$ cat src/lvm_pkg.sv
// shared constants and types for the led voltage monitor block
package lvm_pkg;
    // clock rate and delay step of the conversion delay timer
    localparam int CLK_FREQ_MHZ = 40; // system clock in MHz
    localparam int DELAY_STEP_US = 250; // one step of the start delay, in microseconds
    localparam int DELAY_STEP_CYCLES = DELAY_STEP_US * CLK_FREQ_MHZ; // cycles per step
    localparam int DELAY_CODE_W = 5; // width of the programmable delay code

    // register addresses on the register port
    localparam logic [7:0] LAST_FLASH_ADDR = 8'h0C; // last flash capture register
    localparam logic [7:0] MONITOR_ADDR = 8'h0D; // led voltage monitor register

    // monitor register field layout
    localparam int RESULT_W = 4; // conversion result width
    localparam int MON_RESULT_LSB = 0; // result field low bit
    localparam int MON_MANUAL_BIT = 4; // manual conversion enable
    localparam int MON_SHUTDOWN_BIT = 5; // converter shutdown
    localparam int MON_EOC_BIT = 6; // end of conversion flag
    localparam int MON_SPARE_BIT = 7; // unused, reads zero

    // capture register field layout
    localparam int CODE_W = 4; // flash current code width
    localparam int CAP_FIRST_LSB = 0; // first source code low bit
    localparam int CAP_SECOND_LSB = 4; // second source code low bit

    // reset values
    localparam logic [3:0] RESULT_RST = 4'h0; // result after reset
    localparam logic MANUAL_RST = 1'b0; // manual mode off
    localparam logic SHUTDOWN_RST = 1'b0; // converter enabled
    localparam logic EOC_RST = 1'b0; // done flag clear, no conversion finished yet
    localparam logic [7:0] CAPTURE_RST = 8'h00; // capture register after reset
    localparam logic [7:0] RDATA_IDLE = 8'h00; // read data for unmapped addresses

    // sequencer states
    typedef enum logic [1:0] {
        lvm_idle,
        lvm_wait,
        lvm_conv
    } lvm_state_type;
endpackage : lvm_pkg

$ cat src/lvm_delay_timer.sv
// programmable start delay timer, counted in whole delay steps
`timescale 1ns/1ps
module lvm_delay_timer #(
    parameter int TICK_CYCLES = lvm_pkg::DELAY_STEP_CYCLES, // cycles per delay step
    parameter int CODE_WIDTH = lvm_pkg::DELAY_CODE_W // delay code width
) (
    input wire logic clk, // system clock
    input wire logic reset, // async reset, active high
    input wire logic start, // one-cycle pulse, loads the delay
    input wire logic no_delay, // skip the delay entirely
    input wire logic [CODE_WIDTH-1:0] delay_code, // steps minus one
    output logic done // one-cycle pulse when delay expires
);
    localparam int DIV_W = (TICK_CYCLES > 1) ? $clog2(TICK_CYCLES) : 1; // divider width

    logic running_q; // delay in progress
    logic [DIV_W-1:0] div_q; // step divider
    logic [CODE_WIDTH-1:0] steps_q; // steps still to run after this one

    // divider and step counter; a new start always reloads, so a stale delay is dropped
    always_ff @(posedge clk or posedge reset) begin
        if (reset) begin
            running_q <= 1'b0;
            div_q <= '0;
            steps_q <= '0;
            done <= 1'b0;
        end else begin
            done <= 1'b0;
            if (start) begin
                div_q <= '0;
                steps_q <= delay_code;
                running_q <= ~no_delay;
                done <= no_delay; // zero delay still costs one cycle
            end else if (running_q) begin
                if (div_q == DIV_W'(TICK_CYCLES - 1)) begin
                    div_q <= '0;
                    if (steps_q == '0) begin
                        running_q <= 1'b0;
                        done <= 1'b1;
                    end else begin
                        steps_q <= steps_q - 1'b1;
                    end
                end else begin
                    div_q <= div_q + 1'b1;
                end
            end
        end
    end
endmodule : lvm_delay_timer

$ cat src/lvm_monitor.sv
// led voltage converter control, monitor register and last flash capture
`timescale 1ns/1ps
module lvm_monitor #(
    parameter int DELAY_STEP_CYCLES = lvm_pkg::DELAY_STEP_CYCLES // cycles per delay step
) (
    input wire logic clk, // system clock, 40 MHz
    input wire logic reset, // async reset, active high
    input wire logic [7:0] reg_addr, // register address
    input wire logic reg_wr, // write strobe, one cycle
    input wire logic reg_rd, // read strobe, one cycle
    input wire logic [7:0] reg_wdata, // write data
    output logic [7:0] reg_rdata, // read data, valid the cycle after reg_rd
    input wire logic flash_active, // flash pulse level
    input wire logic [lvm_pkg::DELAY_CODE_W-1:0] delay_code, // start delay steps minus one
    input wire logic no_delay, // start conversions without delay
    output logic conv_start, // one-cycle start to the analog converter
    input wire logic conv_done, // converter finished, codes valid
    input wire logic [3:0] first_led_voltage, // band code of first led output
    input wire logic [3:0] second_led_voltage, // band code of second led output
    input wire logic fault_flag_write, // pulse, fault flag being written
    input wire logic [3:0] first_source_code, // current flash code, first source
    input wire logic [3:0] second_source_code // current flash code, second source
);
    lvm_pkg::lvm_state_type state_q; // conversion sequencer
    logic flash_q; // previous flash level
    logic manual_q; // manual conversion enable
    logic shutdown_q; // converter shut down
    logic eoc_q; // end of conversion flag
    logic pending_q; // a conversion has been asked for
    logic [3:0] result_q; // latest conversion result
    logic [7:0] capture_q; // last flash capture fields
    logic conv_start_q; // start pulse register
    logic [7:0] rdata_q; // read data register

    logic flash_edge; // flash pulse begins
    logic mon_wr; // write to monitor register
    logic mon_rd; // read of monitor register
    logic done_evt; // conversion completes this cycle
    logic eoc_fall; // done flag is being cleared by a read
    logic manual_edge; // manual mode just turned on
    logic launch; // leave idle and start the delay
    logic timer_done; // start delay expired
    logic [3:0] higher_code; // larger of the two led voltages

    assign flash_edge = flash_active & ~flash_q;
    assign mon_wr = reg_wr && (reg_addr == lvm_pkg::MONITOR_ADDR);
    assign mon_rd = reg_rd && (reg_addr == lvm_pkg::MONITOR_ADDR);
    assign done_evt = (state_q == lvm_pkg::lvm_conv) && conv_done && ~shutdown_q;
    assign eoc_fall = eoc_q & mon_rd & ~done_evt;
    assign manual_edge = mon_wr & reg_wdata[lvm_pkg::MON_MANUAL_BIT] & ~manual_q;
    // no launch while shut down, the request waits for the converter to come back
    assign launch = (state_q == lvm_pkg::lvm_idle) && pending_q && ~shutdown_q;
    // codes are monotonic voltage bands, so the larger code is the higher voltage
    assign higher_code = (first_led_voltage >= second_led_voltage) ?
        first_led_voltage : second_led_voltage;

    assign reg_rdata = rdata_q;
    assign conv_start = conv_start_q;

    // start delay, reloaded on each launch
    lvm_delay_timer #(
        .TICK_CYCLES(DELAY_STEP_CYCLES),
        .CODE_WIDTH(lvm_pkg::DELAY_CODE_W)
    ) u_delay (
        .clk(clk),
        .reset(reset),
        .start(launch),
        .no_delay(no_delay),
        .delay_code(delay_code),
        .done(timer_done)
    );

    // flash level history for edge detection
    always_ff @(posedge clk or posedge reset) begin
        if (reset) begin
            flash_q <= 1'b0;
        end else begin
            flash_q <= flash_active;
        end
    end

    // software controlled bits of the monitor register
    always_ff @(posedge clk or posedge reset) begin
        if (reset) begin
            manual_q <= lvm_pkg::MANUAL_RST;
            shutdown_q <= lvm_pkg::SHUTDOWN_RST;
        end else if (mon_wr) begin
            manual_q <= reg_wdata[lvm_pkg::MON_MANUAL_BIT];
            shutdown_q <= reg_wdata[lvm_pkg::MON_SHUTDOWN_BIT];
        end
    end

    // conversion request: flash edges always count, manual adds more on top
    always_ff @(posedge clk or posedge reset) begin
        if (reset) begin
            pending_q <= 1'b0;
        end else if (flash_edge || manual_edge || (manual_q && eoc_fall)) begin
            pending_q <= 1'b1; // set beats the launch clear
        end else if (launch) begin
            pending_q <= 1'b0;
        end
    end

    // sequencer: idle, delay, conversion
    always_ff @(posedge clk or posedge reset) begin
        if (reset) begin
            state_q <= lvm_pkg::lvm_idle;
        end else begin
            case (state_q)
                lvm_pkg::lvm_idle: begin
                    if (launch) begin
                        state_q <= lvm_pkg::lvm_wait;
                    end
                end
                lvm_pkg::lvm_wait: begin
                    if (shutdown_q) begin
                        state_q <= lvm_pkg::lvm_idle; // abandon, nothing changes
                    end else if (timer_done) begin
                        state_q <= lvm_pkg::lvm_conv;
                    end
                end
                lvm_pkg::lvm_conv: begin
                    if (shutdown_q || conv_done) begin
                        state_q <= lvm_pkg::lvm_idle;
                    end
                end
                default: begin
                    state_q <= lvm_pkg::lvm_idle;
                end
            endcase
        end
    end

    // start pulse to the converter, suppressed while shut down
    always_ff @(posedge clk or posedge reset) begin
        if (reset) begin
            conv_start_q <= 1'b0;
        end else begin
            conv_start_q <= (state_q == lvm_pkg::lvm_wait) && timer_done && ~shutdown_q;
        end
    end

    // result register holds through shutdown since done_evt needs the converter on
    always_ff @(posedge clk or posedge reset) begin
        if (reset) begin
            result_q <= lvm_pkg::RESULT_RST;
        end else if (done_evt) begin
            result_q <= higher_code;
        end
    end

    // done flag: a completion in the same cycle as a read wins over the clear
    always_ff @(posedge clk or posedge reset) begin
        if (reset) begin
            eoc_q <= lvm_pkg::EOC_RST;
        end else if (done_evt) begin
            eoc_q <= 1'b1;
        end else if (mon_rd) begin
            eoc_q <= 1'b0;
        end
    end

    // capture fields follow the fault flag write timing of the caller
    always_ff @(posedge clk or posedge reset) begin
        if (reset) begin
            capture_q <= lvm_pkg::CAPTURE_RST;
        end else if (fault_flag_write) begin
            capture_q[lvm_pkg::CAP_SECOND_LSB +: lvm_pkg::CODE_W] <= second_source_code;
            capture_q[lvm_pkg::CAP_FIRST_LSB +: lvm_pkg::CODE_W] <= first_source_code;
        end
    end

    // read data, loaded on a read strobe and held until the next one
    always_ff @(posedge clk or posedge reset) begin
        if (reset) begin
            rdata_q <= lvm_pkg::RDATA_IDLE;
        end else if (reg_rd) begin
            case (reg_addr)
                lvm_pkg::MONITOR_ADDR: begin
                    rdata_q <= lvm_pkg::RDATA_IDLE;
                    rdata_q[lvm_pkg::MON_RESULT_LSB +: lvm_pkg::RESULT_W] <= result_q;
                    rdata_q[lvm_pkg::MON_MANUAL_BIT] <= manual_q;
                    rdata_q[lvm_pkg::MON_SHUTDOWN_BIT] <= shutdown_q;
                    rdata_q[lvm_pkg::MON_EOC_BIT] <= eoc_q;
                end
                lvm_pkg::LAST_FLASH_ADDR: begin
                    rdata_q <= capture_q;
                end
                default: begin
                    rdata_q <= lvm_pkg::RDATA_IDLE; // unmapped reads give zero
                end
            endcase
        end
    end
endmodule : lvm_monitor

$ cat config.mk
export PLATFORM = sky130hd
export DESIGN_NAME = lvm_monitor
export DESIGN_NICKNAME = d
export VERILOG_FILES = /design/src/lvm_pkg.sv /design/src/lvm_delay_timer.sv /design/src/lvm_monitor.sv
export SDC_FILE = /design/constraint.sdc
export NUM_CORES = 1
export LEC_CHECK = 0
export BUFFER_PORTS_ARGS = -buffer_cell sky130_fd_sc_hd__buf_2
export CAP_MARGIN = 10
export CORE_UTILIZATION = 54
export CTS_CLUSTER_DIAMETER = 120
export DETAILED_ROUTE_END_ITERATION = 8
export PLACE_DENSITY = 0.79
export SYNTH_ARGS = -nofsm -noshare
export SYNTH_HDL_FRONTEND = slang
export SYNTH_SLANG_ARGS = --single-unit
$ cat constraint.sdc
create_clock -name clk -period 2.1 [get_ports clk]
set_input_delay 0.63 -clock clk [delete_from_list [all_inputs] [get_ports clk]]
set_output_delay 0.63 -clock clk [all_outputs]
set_load 0.02 [all_outputs]
==> impl_metrics.csv, run 1 <==
group,metric,value,unit
outcome,status,"finished, final reports clean",
timing,grt_setup_unrepaired,"no",
cells_and_area,num-fill-cells,335,
cells_and_area,postLayoutCoreUtil,0.676,
timing,worst_slack,239,ps
cells_and_area,num-nets-final,356,
timing,finalSetupTns,0,ps
placed_design,dpl.hpwl,3860,um
synth,synth-async-reset-ratio,1.00,
synth,ys_ff_latch,49,
placed_design,place_ws,95.8,ps
worst_setup_path,cp_top_family,"simple AND/OR/NAND/NOR gates",
detailed_routing,wire_per_inst,14.7,um
worst_setup_path,crit_slowest_cell,"or4_1",
detailed_routing,initialDrtViolationCount,121,
pwr,power_density,881,nW/um^2
synth,yosysSeqAreaShare,0.486,
detailed_routing,postRouteAntennaNets,0,
synth,avgSynthCellArea,10.2,um^2
synth,synthFlopType,"dfrtp_1",
detailed_routing,drtPass1Iterations,4,
timing,timing.final.crit_share,0.886,
synth,ys_types,47,
synth,syn-num-nets,298,
clock_tree,cts_root_buf,"clkbuf_8",
synth,synth_area,2520,um^2
clock_tree,cts_sinks,49,
worst_setup_path,r2r_end,"u_delay.steps_q[0]",
pwr,p_leak,1.38,nW
floorplanning,pin_count,54,
global_routing,grtUsageTotal,0.225,
worst_setup_path,path_class,"reg -> reg",
placed_design,io_buffers,47,
detailed_routing,via_count,2122,
timing,period_minus_slack,1860,ps
worst_setup_path,crit_chain,"ha_1 > and3_2 > nand4_1 > or4_1 > nand3_1",
timing,setup_violations,0,
floorplanning,die_h,70.4,um
clock_tree,numCtsBuffers,5,
global_routing,grt_pass1_vias,2070,
timing,finalClockSkew,5.09,ps
detailed_routing,post-route-drc-count,0,
worst_setup_path,crit_arrival,2100,ps
clock_tree,cts_hold_buf,0,
global_routing,grt_pass1_wl,8950,um
worst_setup_path,crit_path_start_kind,"flip-flop",
floorplanning,die_area,4950,um^2
floorplanning,core,4410,um^2
cells_and_area,layout_commonest_cell,"dfrtp_1",
floorplanning,die_x,70.4,um
detailed_routing,wl,5250,um
global_routing,grt_max_degree,50,
cells_and_area,area_delta_synth_final,18.3,%
clock_tree,cts_tree,"yes",
global_routing,overflow,0,
worst_setup_path,worstRegToRegCells,5,
placed_design,gp_congestion,0.898,
synth,synthCells,247,
worst_setup_path,endpoint_kind,"flip-flop",
clock_tree,htreeDepth,2,
floorplanning,start_util,0.572,
floorplanning,fp-row-count,24,
worst_setup_path,slowest_delay,540,ps
timing,relSlewSlack,0.696,
clock_tree,worstSkewPairLatency,300,ps
detailed_routing,post_drt_via_cell_ratio,5.93,
timing,max_freq,537,MHz
clock_tree,clk_pin_slew,90,ps
cells_and_area,diodes,0,
clock_tree,clk_path_buf_depth,2,
cells_and_area,mostFrequentLayoutCells,"dfrtp_1 (49), buf_2 (47), inv_1 (20), o21ai_0 (20), nor2_1 (17)",
worst_setup_path,cp_data_required_time,2340,ps
global_routing,antenna_found_initial,0,
synth,yosysWarnings,0,
worst_setup_path,cp_max_fo,8,
timing,worst_pin_slew,452,ps
hold_path,min_path_type,"in -> async",
pwr,peakVddDrop,0.584,mV
worst_setup_path,worstReg2RegStart,"u_delay.div_q[0]",
worst_setup_path,path_buf_inv,0,
cells_and_area,drive_gt1_frac,0.275,
worst_setup_path,r2r_setup_slack,240,ps
timing,hold_viol,0,
timing,slew_violations,0,
synth,synth-edff-count,0,
flow_run,maxCapViolCount,0,
[sequential cells by signal, summed over array words and instances (netlist names)]
register	cells
capture_q	8
conv_start	1
eoc_q	1
flash_q	1
manual_q	1
pending_q	1
reg_rdata	8
result_q	4
shutdown_q	1
state_q	2
u_delay.div_q	14
u_delay.done	1
u_delay.running_q	1
u_delay.steps_q	5
[kinds of logic (layout without fill, tap and decap cells)]
kind of cell | Yosys count | count (layout) | synth area share
AO/OA/AOI/OAI | 58 | 58 | 0.146
adder cells (fa/ha/maj) | 6 | 6 | 0.0297
flip-flops | 49 | 49 | 0.486
AND/OR/NAND/NOR | 89 | 89 | 0.224
multiplexers | 10 | 10 | 0.0446
XOR/XNOR | 7 | 7 | 0.0243
buffers and inverters | 28 | 87 | 0.0451
[report_power, final]
part / internal [W] / switching, W / total, W / leakage, nW
sequential: 0.00112 / 0.000161 / 0.00128 / 0.624
combinational: 0.000325 / 0.000423 / 0.000748 / 0.707
clock: 0.000274 / 0.000327 / 0.000601 / 0.0518
total: 0.00172 / 0.000911 / 0.00263 / 1.38
[how the worst max path moves through the flow]
stage               cells after the start  slack [ps]                   from                 end
CTS                                     5         120       u_delay.div_q[0]  u_delay.steps_q[0]
global route                            5         110       u_delay.div_q[0]  u_delay.steps_q[1]
floorplan                               4         290            reg_addr[7]           pending_q
global placement                        5         180       u_delay.div_q[0]  u_delay.steps_q[1]
finish                                  5         240       u_delay.div_q[0]  u_delay.steps_q[0]
detailed placement                      7         100  second_led_voltage[2]         result_q[0]
[final cells by class]
class                           instances  area (um^2)  share of cell area
Multi-Input combinational cell        170         1180               0.397
Clock buffer                            6         82.6              0.0277
Timing Repair Buffer                   58          330               0.111
Sequential cell                        49         1230               0.411
Inverter                               21         78.8              0.0264
Tap cell                               52         65.1              0.0218
Clock inverter                          2         17.5             0.00587
[synth_stat cells, types with 5 or more instances]
library cell | n | area, um^2
a22oi_1 | 7 | 52.6
inv_1 | 21 | 78.8
xor2_1 | 7 | 61.3
ha_1 | 6 | 75.1
o21ai_0 | 20 | 100
a21oi_1 | 5 | 25.0
mux2_2 | 8 | 90.1
nand3_1 | 10 | 50.1
clkbuf_1 | 5 | 18.8
dfrtp_1 | 49 | 1230
or4_1 | 5 | 37.5
nor2_1 | 17 | 63.8
a31oi_1 | 7 | 43.8
nand4_1 | 9 | 56.3
nand2_1 | 14 | 52.6
[through the flow]
stage | area [um^2] | hold slack, ps | instances | total power, W
after floorplan | 2520 | 459 | 247 | 0.00177
after global placement | 2880 | 483 | 350 | 0.00199
after detailed placement | 2880 | 489 | 350 | 0.00204
after CTS | 2980 | 358 | 358 | 0.00263
after global routing | 2990 | 368 | 358 | 0.00278
final | 2990 | 346 | 358 | 0.00263
[layer usage]
layer,share of wire,track usage,vias up
li1,-,-,1031
met1,0.45,0.284,1019
met2,0.50,0.383,64
met3,0.040,0.0534,8
met4,0.010,0.0622,0
met5,0,0,-
[timing repair]
action,CTS,global route
gates resized for setup,0,1
setup buffers,0,0
setup endpoints to repair,0,2
[tightest hold or removal path, delay by kind of cell]
kind                   cells  cell delay (ps)
buffers and inverters      3              410
(Power assumes the default switching activity.)
==> run 2, diff against run 1 <==
--- a/config.mk
+++ b/config.mk
@@ -7,10 +7,10 @@
 export LEC_CHECK = 0
 export BUFFER_PORTS_ARGS = -buffer_cell sky130_fd_sc_hd__buf_2
 export CAP_MARGIN = 10
-export CORE_UTILIZATION = 54
+export CORE_UTILIZATION = 55
 export CTS_CLUSTER_DIAMETER = 120
 export DETAILED_ROUTE_END_ITERATION = 8
-export PLACE_DENSITY = 0.79
+export PLACE_DENSITY = 0.8
 export SYNTH_ARGS = -nofsm -noshare
 export SYNTH_HDL_FRONTEND = slang
 export SYNTH_SLANG_ARGS = --single-unit
==> constraint.sdc (replaced) <==
create_clock -name clk -period 2.4 [get_ports clk]
set_input_delay 0.72 -clock clk [delete_from_list [all_inputs] [get_ports clk]]
set_output_delay 0.72 -clock clk [all_outputs]
set_load 0.02 [all_outputs]
==> impl_metrics.csv, run 2 (synthesized netlist as in run 1, its figures left out) <==
group,metric,value,unit
outcome,status,"finished, final reports clean",
cells_and_area,drive_gt1_frac,0.250,
worst_setup_path,crit_arrival,2210,ps
hold_path,min_path_type,"in -> async",
clock_tree,postCtsSetupBuffers,0,
worst_setup_path,path_class,"reg -> reg",
worst_setup_path,r2r_end,"u_delay.steps_q[0]",
worst_setup_path,path_buf_inv,0,
clock_tree,clk_path_buf_depth,2,
timing,finalSetupTns,0,ps
worst_setup_path,crit_path_start_kind,"flip-flop",
clock_tree,cts_root_buf,"clkbuf_8",
worst_setup_path,endpoint_kind,"flip-flop",
global_routing,grt_pass1_vias,2071,
clock_tree,cts_hold_buf,0,
worst_setup_path,setup.worst_path.end,"u_delay.steps_q[0]",
floorplanning,start_util,0.576,
flow_run,maxCapViolCount,0,
floorplanning,core,4380,um^2
detailed_routing,via_count,2072,
detailed_routing,postRouteAntennaNets,0,
floorplanning,die_x,69.7,um
worst_setup_path,crit_slowest_cell,"or4_1",
clock_tree,cts_resized,0,
floorplanning,die_h,69.7,um
clock_tree,htreeDepth,2,
clock_tree,numCtsBuffers,5,
timing,finalClockSkew,5.54,ps
global_routing,grt_pass1_wl,8990,um
detailed_routing,wire_per_inst,14.5,um
placed_design,place_ws,349,ps
clock_tree,clk_pin_slew,90,ps
pwr,p_leak,1.34,nW
global_routing,grt_max_degree,26,
pwr,peakVddDrop,0.429,mV
detailed_routing,post-route-drc-count,0,
worst_setup_path,cp_max_fo,8,
cells_and_area,largest_reg_flops,14,
cells_and_area,num-nets-final,350,
detailed_routing,drtPass1Iterations,4,
worst_setup_path,crit_chain,"ha_1 > and3_1 > nand4_1 > or4_1 > nand3_1",
pwr,power_density,745,nW/um^2
timing,hold_viol,0,
clock_tree,cts_tree,"yes",
timing,slew_violations,0,
worst_setup_path,cp_num_cells,5,
detailed_routing,initialDrtViolationCount,108,
cells_and_area,area_delta_synth_final,15.8,%
global_routing,grtUsageTotal,0.228,
timing,relSlewSlack,0.392,
detailed_routing,post_drt_via_cell_ratio,5.89,
placed_design,gp_congestion,0.870,
pwr,fin_total_pwr,0.00218,W
worst_setup_path,cp_data_required_time,2640,ps
cells_and_area,diodes,0,
floorplanning,die_area,4860,um^2
global_routing,antenna_found_initial,0,
worst_setup_path,slowest_delay,550,ps
timing,timing.final.crit_share,0.824,
placed_design,io_buffers,47,
floorplanning,pin_count,54,
clock_tree,worstSkewPairLatency,300,ps
timing,worst_pin_slew,899,ps
floorplanning,fp-row-count,24,
cells_and_area,mostFrequentLayoutCells,"dfrtp_1 (49), buf_2 (47), inv_1 (20), o21ai_0 (20), nor2_1 (17)",
worst_setup_path,r2r_setup_slack,420,ps
clock_tree,cts_sinks,49,
cells_and_area,layout_commonest_cell,"dfrtp_1",
timing,max_freq,506,MHz
timing,period_minus_slack,1980,ps
timing,grt_setup_unrepaired,"no",
global_routing,overflow,0,
detailed_routing,wl,5100,um
placed_design,dpl.hpwl,3800,um
worst_setup_path,cp_top_family,"simple AND/OR/NAND/NOR gates",
worst_setup_path,worstReg2RegStart,"u_delay.div_q[0]",
worst_setup_path,worstRegToRegCells,5,
timing,setup_violations,0,
cells_and_area,regMostFlops,"u_delay.div_q",
worst_setup_path,startpoint,"u_delay.div_q[0]",
timing,worst_slack,422,ps
==> run 2: changes by cell type in the layout (fill, tap and decap cells not counted) <==
| cell | before | now |
|---|---|---|
| and3_1 | 3 | 4 |
| and3_2 | 1 | 0 |
| buf_4 | 10 | 4 |
| clkbuf_1 | 0 | 2 |
| clkbuf_8 | 6 | 5 |
| clkinv_4 | 1 | 0 |
| clkinvlp_4 | 0 | 1 |
| inv_6 | 1 | 0 |
==> run 2: how the worst min path moves through the flow <==
stage / from / end / cells past startpoint
after floorplan: capture_q[7] / reg_rdata[7] / 1
after global placement: capture_q[7] / reg_rdata[7] / 1
after detailed placement: reg_rdata[7] / reg_rdata[7] / 1
after CTS: reset / result_q[1] / 2
after global routing: reset / result_q[1] / 2
final: reset / result_q[1] / 2
==> run 2: through the flow <==
stage,hold slack [ps],utilization,cell area (um^2),instances
after floorplan,459,-,2520,247
after global placement,481,0.648,2840,344
after detailed placement,490,0.648,2840,344
after CTS,464,0.667,2920,352
after global routing,496,0.667,2920,352
final,453,0.667,2920,352
==> run 2: area by class of cell <==
class                   instances  area (um^2)
clock buffers                   7         76.3
clock inverters                 1         7.51
fillers                       370         1460
inverters                      21         78.8
multi-input cells             170         1180
flip-flops and latches         49         1230
well taps                      52         65.1
repair buffers                 52          285
==> run 2: power breakdown <==
group | switching, W | internal, W | total (W)
Combinational | 0.000323 | 0.000243 | 0.000566
Clock | 0.000259 | 0.000206 | 0.000465
Sequential | 0.000165 | 0.000980 | 0.00115
Total | 0.000746 | 0.00143 | 0.00218
==> run 2: layer usage <==
metal	GRT usage	routed length (um)
met5	0	0
met4	0.0800	65
met3	0.0509	179
met2	0.375	2530
met1	0.298	2320
